## config.mk

```make
export PLATFORM = sky130hd
export DESIGN_NAME = mcfg_top
export DESIGN_NICKNAME = d
export VERILOG_FILES = /design/src/logic/mcfg_pkg.sv /design/src/logic/mcfg_top.sv
export SDC_FILE = /design/constraint.sdc
export NUM_CORES = 1
export LEC_CHECK = 0
export ABC_AREA = 0
export BUFFER_PORTS_ARGS = -buffer_cell sky130_fd_sc_hd__buf_2
export CORE_MARGIN = 5
export CORE_UTILIZATION = 25
export DETAILED_ROUTE_END_ITERATION = 6
export SLEW_MARGIN = 20
export SYNTH_ARGS = -nofsm -noshare
export SYNTH_HDL_FRONTEND = slang
export SYNTH_SLANG_ARGS = --single-unit
```

## constraint.sdc

```tcl
create_clock -name pclk -period 5.35 [get_ports pclk]
set_input_delay 1.07 -clock pclk [delete_from_list [all_inputs] [get_ports pclk]]
set_output_delay 1.07 -clock pclk [all_outputs]
set_load 0.01 [all_outputs]
```

## src/logic/mcfg_pkg.sv

```systemverilog
`default_nettype none
package mcfg_pkg;

   // ===========================================================
   // register map (word aligned byte addresses)
   // ===========================================================
   localparam logic [7:0] ADDR_RESET_FLOW = 8'h00;
   localparam logic [7:0] ADDR_FRAME_FMT = 8'h04;
   localparam logic [7:0] ALIAS_CLR = 8'h10;
   localparam logic [7:0] ALIAS_SET = 8'h20;
   localparam logic [7:0] ALIAS_INV = 8'h30;
   localparam logic [7:0] ADDR_STATUS = 8'h40;

   // ===========================================================
   // field positions, first register
   // ===========================================================
   localparam int B_WHOLE_MAC_RESET = 15;
   localparam int B_TX_RANDOM_GEN_RESET = 14;
   localparam int B_CTRL_SUBLAYER_RX_RESET = 11;
   localparam int B_RX_FUNCTION_RESET = 10;
   localparam int B_CTRL_SUBLAYER_TX_RESET = 9;
   localparam int B_TX_FUNCTION_RESET = 8;
   localparam int B_LOOPBACK = 4;
   localparam int B_TX_FLOW_CTRL_ALLOW = 3;
   localparam int B_RX_FLOW_CTRL_HONOR = 2;
   localparam int B_ACCEPT_CONTROL_FRAMES = 1;
   localparam int B_RECEIVE_ON = 0;
   localparam logic [31:0] CFG1_WMASK = 32'h0000_CF1F;
   localparam logic [31:0] CFG1_RESET = 32'h0000_800D;

   // ===========================================================
   // field positions, second register
   // ===========================================================
   localparam int B_TAG_AWARE_PAD = 7;
   localparam int B_TAGGED_PAD_64 = 6;
   localparam int B_SHORT_FRAME_PAD_ON = 5;
   localparam int B_FCS_APPEND_ON = 4;
   localparam int B_HEADER_SKIP_FCS = 3;
   localparam int B_OVERSIZE_FRAME_ALLOW = 2;
   localparam int B_LENGTH_FIELD_CHECK = 1;
   localparam int B_DUPLEX_SELECT = 0;
   localparam logic [31:0] CFG2_WMASK = 32'h0000_00FF;
   localparam logic [31:0] CFG2_RESET = 32'h0000_0000;

   // ===========================================================
   // frame sizing
   // ===========================================================
   localparam logic [6:0] PAD_LEN_PLAIN = 7'd60;
   localparam logic [6:0] PAD_LEN_TAGGED = 7'd64;
   localparam logic [2:0] HEADER_SKIP_BYTES = 3'd4;

   typedef struct packed {
      logic whole_mac_reset;
      logic tx_random_gen_reset;
      logic ctrl_sublayer_rx_reset;
      logic rx_function_reset;
      logic ctrl_sublayer_tx_reset;
      logic tx_function_reset;
   } mcfg_resets_t;

   typedef struct packed {
      logic pad_on;
      logic fcs_append;
      logic fcs_check;
      logic [6:0] pad_len_untagged;
      logic [6:0] pad_len_tagged;
      logic [2:0] fcs_skip_bytes;
   } mcfg_pad_ctrl_t;

endpackage

`default_nettype wire

```

## src/logic/mcfg_top.sv

```systemverilog
`timescale 1ns/1ps
`default_nettype none

module mcfg_top (
   input wire logic pclk,
   input wire logic presetn,
   input wire logic psel,
   input wire logic penable,
   input wire logic pwrite,
   input wire logic [7:0] paddr,
   input wire logic [31:0] pwdata,
   input wire logic [3:0] pstrb,
   output logic [31:0] prdata,
   output logic pready,
   output logic pslverr,
   // per-frame qualifiers from the mac datapath
   input wire logic rx_frame_is_pause,
   input wire logic rx_frame_is_control,
   input wire logic tx_pause_request,
   input wire logic tx_frame_tagged,
   input wire logic [15:0] tx_frame_len,
   input wire logic [15:0] rx_frame_len,
   input wire logic [15:0] max_frame_len,
   // datapath enables and resets
   output mcfg_pkg::mcfg_resets_t domain_resets,
   output logic loopback_on,
   output logic tx_pause_grant,
   output logic rx_pause_act,
   output logic rx_accept_control,
   output logic receive_on,
   output logic header_skip_fcs,
   output logic length_field_check,
   output logic duplex_select,
   output logic tx_len_ok,
   output logic rx_len_ok,
   output mcfg_pkg::mcfg_pad_ctrl_t pad_ctrl,
   output logic [6:0] tx_pad_target
);

   // ===========================================================
   // apb decode
   // ===========================================================
   logic [31:0] cfg1;
   logic [31:0] cfg2;
   logic [7:0] base;
   logic [7:0] alias_sel;
   logic hit1;
   logic hit2;
   logic hit_stat;
   logic mapped;
   logic wide_ok;
   logic wr_fire;
   logic [31:0] lane_mask;

   function automatic logic [31:0] apply_write(input logic [31:0] cur,
                                              input logic [31:0] wdat,
                                              input logic [31:0] lanes,
                                              input logic [7:0] asel,
                                              input logic [31:0] wmask);
      logic [31:0] m;
      logic [31:0] nv;
      m = lanes & wmask;
      case (asel)
         mcfg_pkg::ALIAS_CLR: nv = cur & ~(wdat & m);
         mcfg_pkg::ALIAS_SET: nv = cur | (wdat & m);
         mcfg_pkg::ALIAS_INV: nv = cur ^ (wdat & m);
         default: nv = (cur & ~m) | (wdat & m);
      endcase
      return nv;
   endfunction

   assign alias_sel = paddr & 8'h30;
   assign base = paddr & 8'hCF;
   assign hit1 = (base == mcfg_pkg::ADDR_RESET_FLOW);
   assign hit2 = (base == mcfg_pkg::ADDR_FRAME_FMT);
   assign hit_stat = (paddr == mcfg_pkg::ADDR_STATUS);
   assign mapped = hit1 | hit2 | hit_stat;
   // a write is halfword or word only; single-byte strobes are dropped
   assign wide_ok = (pstrb == 4'hF) || (pstrb == 4'h3) || (pstrb == 4'hC);
   assign lane_mask = {{8{pstrb[3]}}, {8{pstrb[2]}}, {8{pstrb[1]}}, {8{pstrb[0]}}};
   assign wr_fire = psel & penable & pwrite & wide_ok;
   assign pready = 1'b1;
   // unmapped addresses error; byte writes are silently ignored, not errored
   assign pslverr = psel & penable & ~mapped;

   // ===========================================================
   // configuration registers
   // ===========================================================
   always_ff @(posedge pclk or negedge presetn) begin
      if (!presetn) begin
         cfg1 <= mcfg_pkg::CFG1_RESET;
      end else if (wr_fire && hit1) begin
         // reset bits are plain storage: logic stays reset until cleared
         cfg1 <= apply_write(cfg1, pwdata, lane_mask, alias_sel, mcfg_pkg::CFG1_WMASK);
      end
   end

   always_ff @(posedge pclk or negedge presetn) begin
      if (!presetn) begin
         cfg2 <= mcfg_pkg::CFG2_RESET;
      end else if (wr_fire && hit2) begin
         cfg2 <= apply_write(cfg2, pwdata, lane_mask, alias_sel, mcfg_pkg::CFG2_WMASK);
      end
   end

   // ===========================================================
   // readback
   // ===========================================================
   logic [31:0] status_word;
   assign status_word = {26'h0, tx_len_ok, rx_len_ok, rx_pause_act,
                         tx_pause_grant, domain_resets.whole_mac_reset, receive_on};

   always_ff @(posedge pclk or negedge presetn) begin
      if (!presetn) begin
         prdata <= 32'h0000_0000;
      end else if (psel && !penable && !pwrite) begin
         if (hit1) begin
            prdata <= cfg1;
         end else if (hit2) begin
            prdata <= cfg2;
         end else if (hit_stat) begin
            prdata <= status_word;
         end else begin
            prdata <= 32'h0000_0000;
         end
      end
   end

   // ===========================================================
   // reset fan-out
   // ===========================================================
   logic all_rst;
   assign all_rst = cfg1[mcfg_pkg::B_WHOLE_MAC_RESET];

   always_comb begin
      domain_resets.whole_mac_reset = all_rst;
      // simulation reset touches the random generator only
      domain_resets.tx_random_gen_reset = cfg1[mcfg_pkg::B_TX_RANDOM_GEN_RESET] | all_rst;
      domain_resets.ctrl_sublayer_rx_reset =
         cfg1[mcfg_pkg::B_CTRL_SUBLAYER_RX_RESET] | all_rst;
      domain_resets.rx_function_reset = cfg1[mcfg_pkg::B_RX_FUNCTION_RESET] | all_rst;
      domain_resets.ctrl_sublayer_tx_reset =
         cfg1[mcfg_pkg::B_CTRL_SUBLAYER_TX_RESET] | all_rst;
      domain_resets.tx_function_reset = cfg1[mcfg_pkg::B_TX_FUNCTION_RESET] | all_rst;
   end

   // ===========================================================
   // receive and flow control qualifiers
   // ===========================================================
   logic rx_live;
   logic tx_live;
   assign rx_live = ~domain_resets.rx_function_reset;
   assign tx_live = ~domain_resets.ctrl_sublayer_tx_reset;

   assign loopback_on = cfg1[mcfg_pkg::B_LOOPBACK];
   assign tx_pause_grant = tx_pause_request & cfg1[mcfg_pkg::B_TX_FLOW_CTRL_ALLOW] & tx_live;
   assign rx_pause_act = rx_frame_is_pause & cfg1[mcfg_pkg::B_RX_FLOW_CTRL_HONOR]
                         & ~domain_resets.ctrl_sublayer_rx_reset & receive_on;
   // with pass-all clear a control frame is dropped before delivery
   assign rx_accept_control = receive_on &
      (~rx_frame_is_control | cfg1[mcfg_pkg::B_ACCEPT_CONTROL_FRAMES]);
   assign receive_on = cfg1[mcfg_pkg::B_RECEIVE_ON] & rx_live;

   // ===========================================================
   // frame format
   // ===========================================================
   logic pad_en;
   logic vlan_pad;
   logic auto_pad;
   logic huge_ok;
   assign pad_en = cfg2[mcfg_pkg::B_SHORT_FRAME_PAD_ON];
   assign vlan_pad = cfg2[mcfg_pkg::B_TAGGED_PAD_64];
   assign auto_pad = cfg2[mcfg_pkg::B_TAG_AWARE_PAD];
   assign huge_ok = cfg2[mcfg_pkg::B_OVERSIZE_FRAME_ALLOW];
   assign header_skip_fcs = cfg2[mcfg_pkg::B_HEADER_SKIP_FCS];
   assign length_field_check = cfg2[mcfg_pkg::B_LENGTH_FIELD_CHECK];
   assign duplex_select = cfg2[mcfg_pkg::B_DUPLEX_SELECT];

   // length limit applies both ways unless huge frames are allowed
   assign tx_len_ok = huge_ok | (tx_frame_len <= max_frame_len);
   assign rx_len_ok = huge_ok | (rx_frame_len <= max_frame_len);

   always_comb begin
      pad_ctrl.pad_on = pad_en;
      // pad enable forces crc append on by itself; append follows either bit
      pad_ctrl.fcs_append = pad_en | cfg2[mcfg_pkg::B_FCS_APPEND_ON];
      pad_ctrl.fcs_check = ~pad_en;
      pad_ctrl.fcs_skip_bytes = header_skip_fcs ? mcfg_pkg::HEADER_SKIP_BYTES : 3'd0;
      if (!pad_en) begin
         pad_ctrl.pad_len_untagged = 7'd0;
         pad_ctrl.pad_len_tagged = 7'd0;
      end else if (vlan_pad) begin
         pad_ctrl.pad_len_untagged = mcfg_pkg::PAD_LEN_TAGGED;
         pad_ctrl.pad_len_tagged = mcfg_pkg::PAD_LEN_TAGGED;
      end else if (auto_pad) begin
         pad_ctrl.pad_len_untagged = mcfg_pkg::PAD_LEN_PLAIN;
         pad_ctrl.pad_len_tagged = mcfg_pkg::PAD_LEN_TAGGED;
      end else begin
         pad_ctrl.pad_len_untagged = mcfg_pkg::PAD_LEN_PLAIN;
         pad_ctrl.pad_len_tagged = mcfg_pkg::PAD_LEN_PLAIN;
      end
   end

   always_ff @(posedge pclk or negedge presetn) begin
      if (!presetn) begin
         tx_pad_target <= 7'd0;
      end else begin
         tx_pad_target <= tx_frame_tagged ? pad_ctrl.pad_len_tagged : pad_ctrl.pad_len_untagged;
      end
   end

endmodule

`default_nettype wire

```

==> impl_metrics.json, run 1 <==
{
  "run_status": "finished, final reports clean",
  "syn_inst": 417,
  "holdBufCountCts": 0,
  "worst_slew_margin_rel": 0.3606,
  "worst_path_most_repeated_cell": "buf_2",
  "cts-buffers-inserted": 5,
  "crit_slowest_cell": "nor4_1",
  "crit_fanout": 3,
  "synth-edff-count": 0,
  "drc": 0,
  "antenna_cells": 0,
  "power.net_switching_uw": 229.6,
  "fin_nets": 679,
  "grt_setup_unrepaired": "false",
  "numPortBuffers": 132,
  "worst_r2r_startpoint": "cfg2[5]",
  "ys_seq_elements": 35,
  "tns_ps": 0,
  "dp.final_hpwl_um": 8325,
  "critical_path.max_stage_delay_ps": 480,
  "hold-worst-slack_ps": 460.6,
  "timing.critical_path.cells": "buf_2 -> inv_1 -> ha_1 -> nand4_1 -> nor4_1 -> o21ai_0 -> o211ai_1 -> nand2_1 -> buf_2",
  "synth-warning-count": 0,
  "max_cap_violations": 0,
  "timing.hold.worst.start": "prdata[14]",
  "cts_resized": 0,
  "cellInternalPower_uw": 514.5,
  "grt_pass1_vias": 3290,
  "die_h_um": 126.0,
  "placedInstanceArea_um2": 3994,
  "clock_latency_ps": 280,
  "post_route_clock_period_utilization": 0.7206,
  "critPathKind": "input pin to primary output",
  "holdCritPathClass": "register to register",
  "fmax_ghz": 0.2594,
  "viasPerCell": 4.618,
  "ys.flop_type": "dfrtp_1",
  "max-clock-path-buffers": 2,
  "grt_pass1_wl_um": 16550,
  "end_kind": "primary output",
  "cts.sink_count": 35,
  "hold_viol": 0,
  "fin_skew_ps": 5.122,
  "regArea_um2": 880.8,
  "avgRoutedWirePerCell_um": 14.94,
  "htreeDepth": 2,
  "cts.clk_slew.worst_paths_ps": 60,
  "maximum_number_of_pins_on_one_net_before_global_route_repair": 41,
  "gr_util_all_layers": 0.1270,
  "vdd.ir_drop.worst_uv": 100.0,
  "synthToLayoutAreaGrowth_pct": 23.02,
  "post_cts_setup_repair_bufs": 0,
  "yosys.cell_types.count": 52,
  "part_of_the_yosys_area_used_for_sequential_elements": 0.2618,
  "finalWirelength_um": 10520,
  "maxSlewViolCount": 0,
  "setup_ws_ps": 1495,
  "die_w_um": 126.0,
  "switching_share": 0.3086,
  "globalRouteOverflowTotal": 0,
  "final_area_um2": 4139,
  "antenna_found_initial": 0,
  "post_route_cells_drive_above_1_share": 0.3011,
  "post_synth.cell_area_avg_um2": 8.068,
  "dieArea_um2": 15880,
  "hold_end": "prdata[14]",
  "remaining_antenna_violation_count": 0,
  "timing.critical_path.arrival_ps": 2790,
  "fin_cells": 704,
  "timing.critical_path.from": "max_frame_len[14]",
  "start_util": 0.2541,
  "drt_iter0_drc": 180,
  "cts_tree": "done",
  "area_of_the_core_um2": 13240,
  "finalSetupViolations": 0,
  "clockRootBuffer": "clkbuf_16",
  "power.leakage_nw": 2.254,
  "data_required_time_of_the_worst_path_ps": 4280,
  "worst_r2r_path_depth": 5,
  "first_pass_iters": 4,
  "ratio_of_total_power_to_cell_area_nw_per_um2": 179.8,
  "regToRegSetupSlack_ps": 3760,
  "sequentialPowerShare": 0.370,
  "gp_congestion": 0.8134,
  "power.total_uw": 744.1,
  "multi_input_area_um2": 2116,
  "worst_slew_pin_slew_ps": 957.2,
  "rr_endpoint": "prdata[5]",
  "num_io_pins": 178,
  "dr_total_vias": 3251,
  "place_worst_setup_slack_ps": 1535,
  "worst_hold_path_cell_count": 2,
  "fin_crit_ps": 3855,
  "synth_area_um2": 3364,
  "async_reset_ff_frac": 1.000,
  "placementRows": 42,
  "layout.core_utilization": 0.3125,
  "power.combinational.fraction": 0.239,
  "timing.critical_path.from_type": "input pin",
  "fillers": 1435,
  "dpl.cell_count": 696,
  "clock_power_share": 0.391
}
[per-layer routing]
| metal | track usage | routed length, um |
|---|---|---|
| met3 | 0.03726 | 993 |
| met5 | 0 | 0 |
| met2 | 0.2100 | 4763 |
| met4 | 0.02145 | 65 |
| met1 | 0.1671 | 4692 |
[Yosys cell counts (all sizes together), types with 2 or more instances]
cell,n,area (um2)
nand2b,2,12.51
a21oi,52,260.3
nor4,3,18.77
o21bai,2,26.28
a22oi,2,15.01
and3,2,12.51
conb,2,7.510
dfrtp,31,775.7
clkbuf,13,50.04
inv,25,93.84
nand3,13,77.58
nand2,47,176.4
nand4,4,25.02
ha,51,638.1
o211a,2,20.02
dfstp,4,105.1
a21o,2,15.01
o41ai,2,17.52
buf,44,322.8
o21ai,9,45.04
and4,2,17.52
or2,4,25.02
a221oi,2,17.52
o2bb2ai,19,166.4
a211o,2,17.52
o211ai,2,15.01
a31oi,3,18.77
nor2b,5,31.28
nor3,4,36.29
nor2,47,176.4
and2,2,12.51
[worst max-delay path by stage]
stage                      endpoint  slack (ps)  cells after the start
after floorplan           rx_len_ok        2070                      7
after global placement    rx_len_ok        1500                      9
after detailed placement  rx_len_ok        1540                      9
after CTS                 rx_len_ok        1530                      9
after global routing      rx_len_ok        1300                      9
final                     rx_len_ok        1490                      9
[flip-flops by register name (all words and copies together), names as in the netlist]
signal / count
tx_pad_target: 2
cfg2: 8
prdata: 14
cfg1: 11
[kinds of logic (layout without fill, tap and decap cells)]
family / after synthesis / count (layout) / synth area share
compound gates: 104 / 104 / 0.2008
xor+xnor: 1 / 1 / 0.002604
mux: 1 / 1 / 0.002975
buf+inv: 82 / 168 / 0.1387
simple gates: 141 / 141 / 0.2012
fa+ha+maj: 51 / 51 / 0.1897
other cells: 2 / 27 / 0.002232
flops: 35 / 35 / 0.2618
[critical path, delay by kind of cell]
| kind | cells | cell delay, ps |
|---|---|---|
| AOI/OAI and AO/OA | 2 | 350 |
| and+or+nand+nor | 3 | 770 |
| adders and majority gates | 1 | 310 |
| buffers and inverters | 3 | 280 |
[power by group through the flow]
stage / registers (mW) / logic, mW / clock network (mW)
floorplan: 0.282 / 0.115 / 0
global placement: 0.279 / 0.170 / 0
detailed placement: 0.280 / 0.176 / 0
CTS: 0.275 / 0.177 / 0.298
global route: 0.276 / 0.201 / 0.306
finish: 0.275 / 0.178 / 0.291
[cell type report]
class,instances,share of cell area
Inverter,25,0.02267
Timing Repair Buffer,135,0.1651
Multi-Input combinational cell,325,0.5112
Tap cell,176,0.05320
Clock buffer,5,0.03023
Sequential cell,35,0.2128
Clock inverter,3,0.004837
[placed cells by master (no fill, tap or decap), types with 2 or more instances in the layout]
master and n:
clkbuf_16 5, nand3_1 12, and3_1 2, buf_4 3, ha_1 51, o41ai_1 2
nor3_1 2, a21oi_1 52, a211o_1 2, dfrtp_1 31, nand2_1 47, clkinvlp_4 2
o2bb2ai_1 19, a31oi_1 3, nor4_1 3, nand4_1 4, a22oi_1 2, inv_1 25
nor2_1 47, conb_1 27, o211a_1 2, nand2b_1 2, o211ai_1 2, and4_1 2
and2_1 2, nor2b_1 5, a21o_1 2, dfstp_2 4, a221oi_1 2, o21ai_0 9
buf_2 132, or2_2 4
No activity file was read; power rests on OpenSTA's default activity.
==> run 2, diff against run 1 <==
--- a/config.mk
+++ b/config.mk
@@ -5,7 +5,7 @@
 export SDC_FILE = /design/constraint.sdc
 export NUM_CORES = 1
 export LEC_CHECK = 0
-export ABC_AREA = 0
+export ABC_AREA = 1
 export BUFFER_PORTS_ARGS = -buffer_cell sky130_fd_sc_hd__buf_2
 export CORE_MARGIN = 5
 export CORE_UTILIZATION = 25
==> constraint.sdc (replaced) <==
create_clock -name pclk -period 3.67 [get_ports pclk]
set_input_delay 0.734 -clock pclk [delete_from_list [all_inputs] [get_ports pclk]]
set_output_delay 0.734 -clock pclk [all_outputs]
set_load 0.01 [all_outputs]
==> run 2 against run 1 <==
Net effect:
- sequential cell count unchanged
- total power increased by 46%
- combinational power increased by 35%
- clock skew about the same
- critical path type unchanged
==> impl_metrics.json, run 2 <==
{
  "yosysMostFrequentCell": "nand2_1",
  "end_kind": "primary output",
  "drt_iter0_drc": 86,
  "antenna_found_initial": 1,
  "area_of_the_core_um2": 13190,
  "holdCritPathClass": "register to register",
  "hold_end": "prdata[7]",
  "worst-path-buf-inv": 4,
  "cts.clk_slew.worst_paths_ps": 60,
  "synth-edff-count": 0,
  "worst_r2r_startpoint": "cfg1[15]",
  "ys_seq_elements": 35,
  "netlist.area_leader.share": 0.2317,
  "clock_latency_ps": 280,
  "power.net_switching_uw": 309.2,
  "grt_pass1_wl_um": 15760,
  "max_cap_violations": 0,
  "dp.final_hpwl_um": 8251,
  "async_reset_ff_frac": 1.000,
  "dr_total_vias": 3204,
  "gp_congestion": 0.7854,
  "yosys.cell_types.count": 33,
  "wl_met1_um": 4296,
  "ys.flop_type": "dfrtp_1",
  "drc": 0,
  "maxSlewViolCount": 0,
  "cts_resized": 0,
  "crit_fanout": 16,
  "power.leakage_nw": 2.276,
  "timing.hold.worst.start": "prdata[7]",
  "holdBufCountCts": 0,
  "maximum_number_of_pins_on_one_net_before_global_route_repair": 36,
  "cts_tree": "done",
  "regArea_um2": 880.8,
  "yosysTopAreaCell": "dfrtp_1",
  "multi_input_area_um2": 1993,
  "fin_nets": 720,
  "ys_top_cells_by_count": "106 x nand2_1, 54 x inv_1, 51 x ha_1, 39 x buf_4, 31 x dfrtp_1",
  "timing.critical_path.cells": "buf_2 -> inv_2 -> nand2_1 -> nor3_1 -> nand2_1 -> inv_2 -> nor3_1 -> buf_2",
  "hold_viol": 0,
  "synthToLayoutAreaGrowth_pct": 23.84,
  "grt_pass1_vias": 3159,
  "worst_hold_path_cell_count": 2,
  "data_required_time_of_the_worst_path_ps": 2940,
  "synth_area_leaders": "dfrtp_1 23%, ha_1 19%, nand2_1 12%",
  "critical_path.max_stage_delay_ps": 300,
  "crit_slowest_cell": "buf_2",
  "die_w_um": 125.7,
  "numPortBuffers": 132,
  "part_of_the_yosys_area_used_for_sequential_elements": 0.2631,
  "largest_register": "prdata",
  "cellInternalPower_uw": 780.8,
  "vdd.ir_drop.worst_uv": 144.5,
  "synth_area_um2": 3348,
  "met3_length_um": 679,
  "max-clock-path-buffers": 2,
  "clock_power_share": 0.413,
  "rr_endpoint": "prdata[3]",
  "post_route_clock_period_utilization": 0.7608,
  "num_io_pins": 178,
  "viasPerCell": 4.295,
  "dr.max_layer_used": "met4",
  "dieArea_um2": 15810,
  "fin_skew_ps": 5.080,
  "avgRoutedWirePerCell_um": 13.24,
  "grt_setup_unrepaired": "false",
  "sequentialPowerShare": 0.366,
  "fmax_ghz": 0.3581,
  "worst_slew_pin_slew_ps": 839.3,
  "tns_ps": 0,
  "finalSetupViolations": 0,
  "critPathKind": "input pin to primary output",
  "worst_slew_margin_rel": 0.4404,
  "syn_inst": 451,
  "globalRouteOverflowTotal": 0,
  "post_cts_setup_repair_bufs": 0,
  "htreeDepth": 2,
  "synth-warning-count": 0,
  "clockRootBuffer": "clkbuf_16",
  "number_of_flip_flops_in_the_largest_register": 14,
  "most-common-layout-cells": "132 x buf_2, 106 x nand2_1, 54 x inv_1",
  "timing.critical_path.from_type": "input pin",
  "timing.critical_path.arrival_ps": 2060,
  "first_pass_iters": 4,
  "start_util": 0.2538,
  "post_synth.cell_area_avg_um2": 7.424,
  "mostFrequentLayoutCell": "buf_2",
  "ratio_of_total_power_to_cell_area_nw_per_um2": 262.9,
  "worst_r2r_path_depth": 7,
  "finalWirelength_um": 9879,
  "switching_share": 0.2836,
  "run_status": "finished, final reports clean",
  "gr_util_all_layers": 0.1218,
  "power.combinational.fraction": 0.221,
  "largestRegisters": "prdata x14, cfg1 x11, cfg2 x8",
  "critPathTopFamily": "buffers and inverters",
  "regToRegSetupSlack_ps": 1940,
  "fin_crit_ps": 2792,
  "layout.core_utilization": 0.3144,
  "die_h_um": 125.7,
  "wl_met2_um": 4781,
  "remaining_antenna_violation_count": 0,
  "fillers": 1462,
  "cts.sink_count": 35,
  "cts-buffers-inserted": 5,
  "post_route_cells_drive_above_1_share": 0.2671,
  "placementRows": 42
}
[run 2: cell types whose count changed after synthesis, sizes merged, moves of 19 or more]
cell	change
a21oi	-22
o2bb2ai	-19
o21ai	+20
inv	+34
nor2	-19
nand2	+59
[run 2: kinds of logic after synthesis]
logic type / count (synthesis) / share of synthesized area
fa+ha+maj: 51 / 0.1906
simple gates: 156 / 0.1966
compound gates: 98 / 0.1779
flops: 35 / 0.2631
other cells: 2 / 0.002243
buf+inv: 109 / 0.1697
[run 2: power groups by stage]
stage | Combinational (mW) | Sequential [mW] | Clock [mW]
final | 0.241 | 0.398 | 0.451
after detailed placement | 0.244 | 0.405 | 0
after CTS | 0.245 | 0.398 | 0.457
after global routing | 0.282 | 0.399 | 0.479
after floorplan | 0.169 | 0.406 | 0
after global placement | 0.240 | 0.405 | 0
[run 2: final cells by class]
cell class	count	share of cell area
inverters	62	0.05613
multi-input cells	332	0.4807
flip-flops and latches	35	0.2124
repair buffers	132	0.1593
clock buffers	8	0.03772
diodes	1	0.0006035
well taps	176	0.05311
[run 2: worst register-to-register path, stage by stage (launching register included)]
cell and delay, ps:
dfstp_2 540, clkinv_1 260, nand3_1 330, nor3_1 90, nand2_1 70, o21ai_0 70
a21oi_1 160, o21ai_1 70
[run 2: worst max path at each step]
| stage | start | to | slack, ps | depth (start not counted) |
|---|---|---|---|---|
| CTS | paddr[4] | pslverr | 860 | 8 |
| finish | paddr[4] | pslverr | 880 | 8 |
| global placement | paddr[4] | pslverr | 870 | 8 |
| detailed placement | paddr[4] | pslverr | 870 | 8 |
| global route | paddr[4] | pslverr | 800 | 8 |
| floorplan | max_frame_len[15] | tx_len_ok | 1380 | 6 |
[run 2: per-layer routing]
| metal | vias up | track usage |
|---|---|---|
| li1 | 1676 | - |
| met1 | 1419 | 0.1552 |
| met2 | 101 | 0.2083 |
| met3 | 8 | 0.03006 |
| met4 | 0 | 0.02742 |
| met5 | - | 0 |
[run 2: per-stage QoR]
| step | hold slack, ps | power, mW | cells | instance area (um2) | worst slack (ps) |
|---|---|---|---|---|---|
| 6_report | 477.1 | 1.090 | 746 | 4146 | 877.7 |
| 4_1_cts | 484.0 | 1.100 | 745 | 4144 | 859.0 |
| 3_3_place_gp | 461.1 | 0.6454 | 737 | 3988 | 868.0 |
| 3_5_place_dp | 469.7 | 0.6489 | 737 | 3988 | 870.5 |
| 2_1_floorplan | 438.4 | 0.5754 | 476 | 3442 | 1381 |
| 5_1_grt | 511.0 | 1.160 | 746 | 4146 | 797.5 |
==> run 3, diff against run 2 <==
==> constraint.sdc (replaced) <==
create_clock -name pclk -period 2.6 [get_ports pclk]
set_input_delay 0.52 -clock pclk [delete_from_list [all_inputs] [get_ports pclk]]
set_output_delay 0.52 -clock pclk [all_outputs]
set_load 0.01 [all_outputs]
==> run 3 against run 2 <==
Net effect:
- worst setup slack worse by 540 ps
- global-route usage down 0.24 points
- cell count up 0.54%
- routed wire length down 0.19%
- register-to-register slack worse by 1000 ps
- sequential power up 41%
- clock power up 55%
- non-clock buffer count up 4
- core utilization up 0.36 points
- final area up 1.1%
- count of clock-buffer cells in the layout down 2
- sequential cell count unchanged
- largest power group unchanged
==> impl_metrics.json, run 3 (synthesis gave the netlist of run 2 again) <==
{
  "dr_total_vias": 3282,
  "fin_nets": 724,
  "htreeDepth": 2,
  "timing.critical_path.arrival_ps": 1740,
  "power.leakage_nw": 2.305,
  "viasPerCell": 4.376,
  "die_w_um": 125.7,
  "mostFrequentLayoutCell": "buf_2",
  "timing.critical_path.from_type": "input pin",
  "post_route_clock_period_utilization": 0.8703,
  "ratio_of_total_power_to_cell_area_nw_per_um2": 383.9,
  "place_worst_setup_slack_ps": 347.2,
  "placedInstanceArea_um2": 4018,
  "finalSetupViolations": 0,
  "numPortBuffers": 132,
  "max_cap_violations": 0,
  "regToRegSetupSlack_ps": 910,
  "tns_ps": 0,
  "number_of_flip_flops_in_the_largest_register": 14,
  "drc": 0,
  "num_io_pins": 178,
  "first_pass_iters": 4,
  "die_h_um": 125.7,
  "worst_r2r_startpoint": "cfg1[15]",
  "gp_congestion": 0.8028,
  "run_status": "finished, final reports clean",
  "holdBufCountCts": 0,
  "dpl.cell_count": 741,
  "worst-path-buf-inv": 3,
  "dieArea_um2": 15810,
  "worst_path_most_repeated_cell": "nand2_1",
  "most-common-layout-cells": "132 x buf_2, 106 x nand2_1, 54 x inv_1",
  "worst_slew_pin_slew_ps": 824.6,
  "remaining_antenna_violation_count": 0,
  "synthToLayoutAreaGrowth_pct": 25.26,
  "avgRoutedWirePerCell_um": 13.15,
  "layout.core_utilization": 0.3180,
  "worst_r2r_path_depth": 7,
  "globalRouteOverflowTotal": 0,
  "rr_endpoint": "prdata[3]",
  "vdd.ir_drop.worst_uv": 227.6,
  "clock_latency_ps": 280,
  "fin_crit_ps": 2263,
  "max-clock-path-buffers": 2,
  "hold_viol": 0,
  "cts.sink_count": 35,
  "grt_pass1_vias": 3128,
  "finalWirelength_um": 9860,
  "clockRootBuffer": "clkbuf_16",
  "end_kind": "primary output",
  "largestRegisters": "prdata x14, cfg1 x11, cfg2 x8",
  "start_util": 0.2538,
  "maxSlewViolCount": 0,
  "final_area_um2": 4194,
  "largest_register": "prdata",
  "worst_slew_margin_rel": 0.4503,
  "setup_ws_ps": 337.1,
  "fin_skew_ps": 2.183,
  "holdCritPathClass": "input pin to asynchronous set/reset pin",
  "grt_setup_unrepaired": "false",
  "critPathKind": "input pin to primary output",
  "timing.critical_path.from": "max_frame_len[3]",
  "gr_util_all_layers": 0.1194,
  "crit_slowest_cell": "ha_1",
  "post_route_cells_drive_above_1_share": 0.2740,
  "data_required_time_of_the_worst_path_ps": 2080,
  "worstSetupEndpoint": "tx_len_ok",
  "cp.depth": 11,
  "crit_fanout": 2,
  "drt_iter0_drc": 86,
  "critPathTopFamily": "simple AND/OR/NAND/NOR gates",
  "fin_cells": 750,
  "cts_tree": "done",
  "maximum_number_of_pins_on_one_net_before_global_route_repair": 36,
  "grt_pass1_wl_um": 15400,
  "antenna_found_initial": 1,
  "post_cts_setup_repair_bufs": 0,
  "cts_resized": 0,
  "dp.final_hpwl_um": 8270,
  "fmax_ghz": 0.4419,
  "critical_path.max_stage_delay_ps": 280,
  "cts.clk_slew.worst_paths_ps": 50,
  "area_of_the_core_um2": 13190,
  "timing.critical_path.cells": "buf_2 -> inv_1 -> ha_1 -> nand2_1 -> o21ai_0 -> nand2_1 -> nand3_1 -> nand2_1 -> nand2_1 -> nand2_1 -> buf_2",
  "placementRows": 42,
  "cts-buffers-inserted": 5
}
[run 3: cell count changes in the layout (fill, tap and decap cells not counted), sizes merged]
cell    delta
buf        +4
bufinv     +1
clkbuf     -2
clkinv     +1
[run 3: cell type report]
cell class	count	area (um2)
inverter	62	232.7
multi-input combinational	332	1993
tap	176	220.2
antenna	1	2.502
timing repair buffer	136	690.7
clock inverter	2	35.03
clock buffer	6	138.9
fill	1405	8996
sequential	35	880.8
[run 3: per-layer routing]
layer  wire length, um  up-vias  GRT usage
li1                  -     1691          -
met1              4109     1463     0.1495
met2              4796      115     0.2058
met3               783       13    0.02921
met4               171        0    0.03061
met5                 0        -          0
[run 3: stage by stage]
step / total power [mW] / hold WS (ps)
6_report: 1.610 / 323.2
5_1_grt: 1.703 / 413.7
4_1_cts: 1.628 / 369.5
3_5_place_dp: 0.9207 / 464.7
3_3_place_gp: 0.9155 / 464.1
2_1_floorplan: 0.8122 / 224.4
[run 3: worst min path at each step]
stage,to,slack [ps],cells past startpoint
floorplan,cfg1[10],220,0
global placement,prdata[4],460,2
detailed placement,prdata[4],460,2
CTS,cfg1[8],370,1
global route,cfg1[14],410,1
finish,cfg1[14],320,1
[run 3: worst register-to-register path, delay by kind of cell, from the launching register on]
family / cells / cell delay (ps)
simple gates: 3 / 480
flops: 1 / 540
compound gates: 3 / 280
buf+inv: 1 / 260
[run 3: report_power, final]
part	internal (mW)	switching [mW]
clock network	0.476	0.225
logic	0.143	0.204
registers	0.555	0.00712
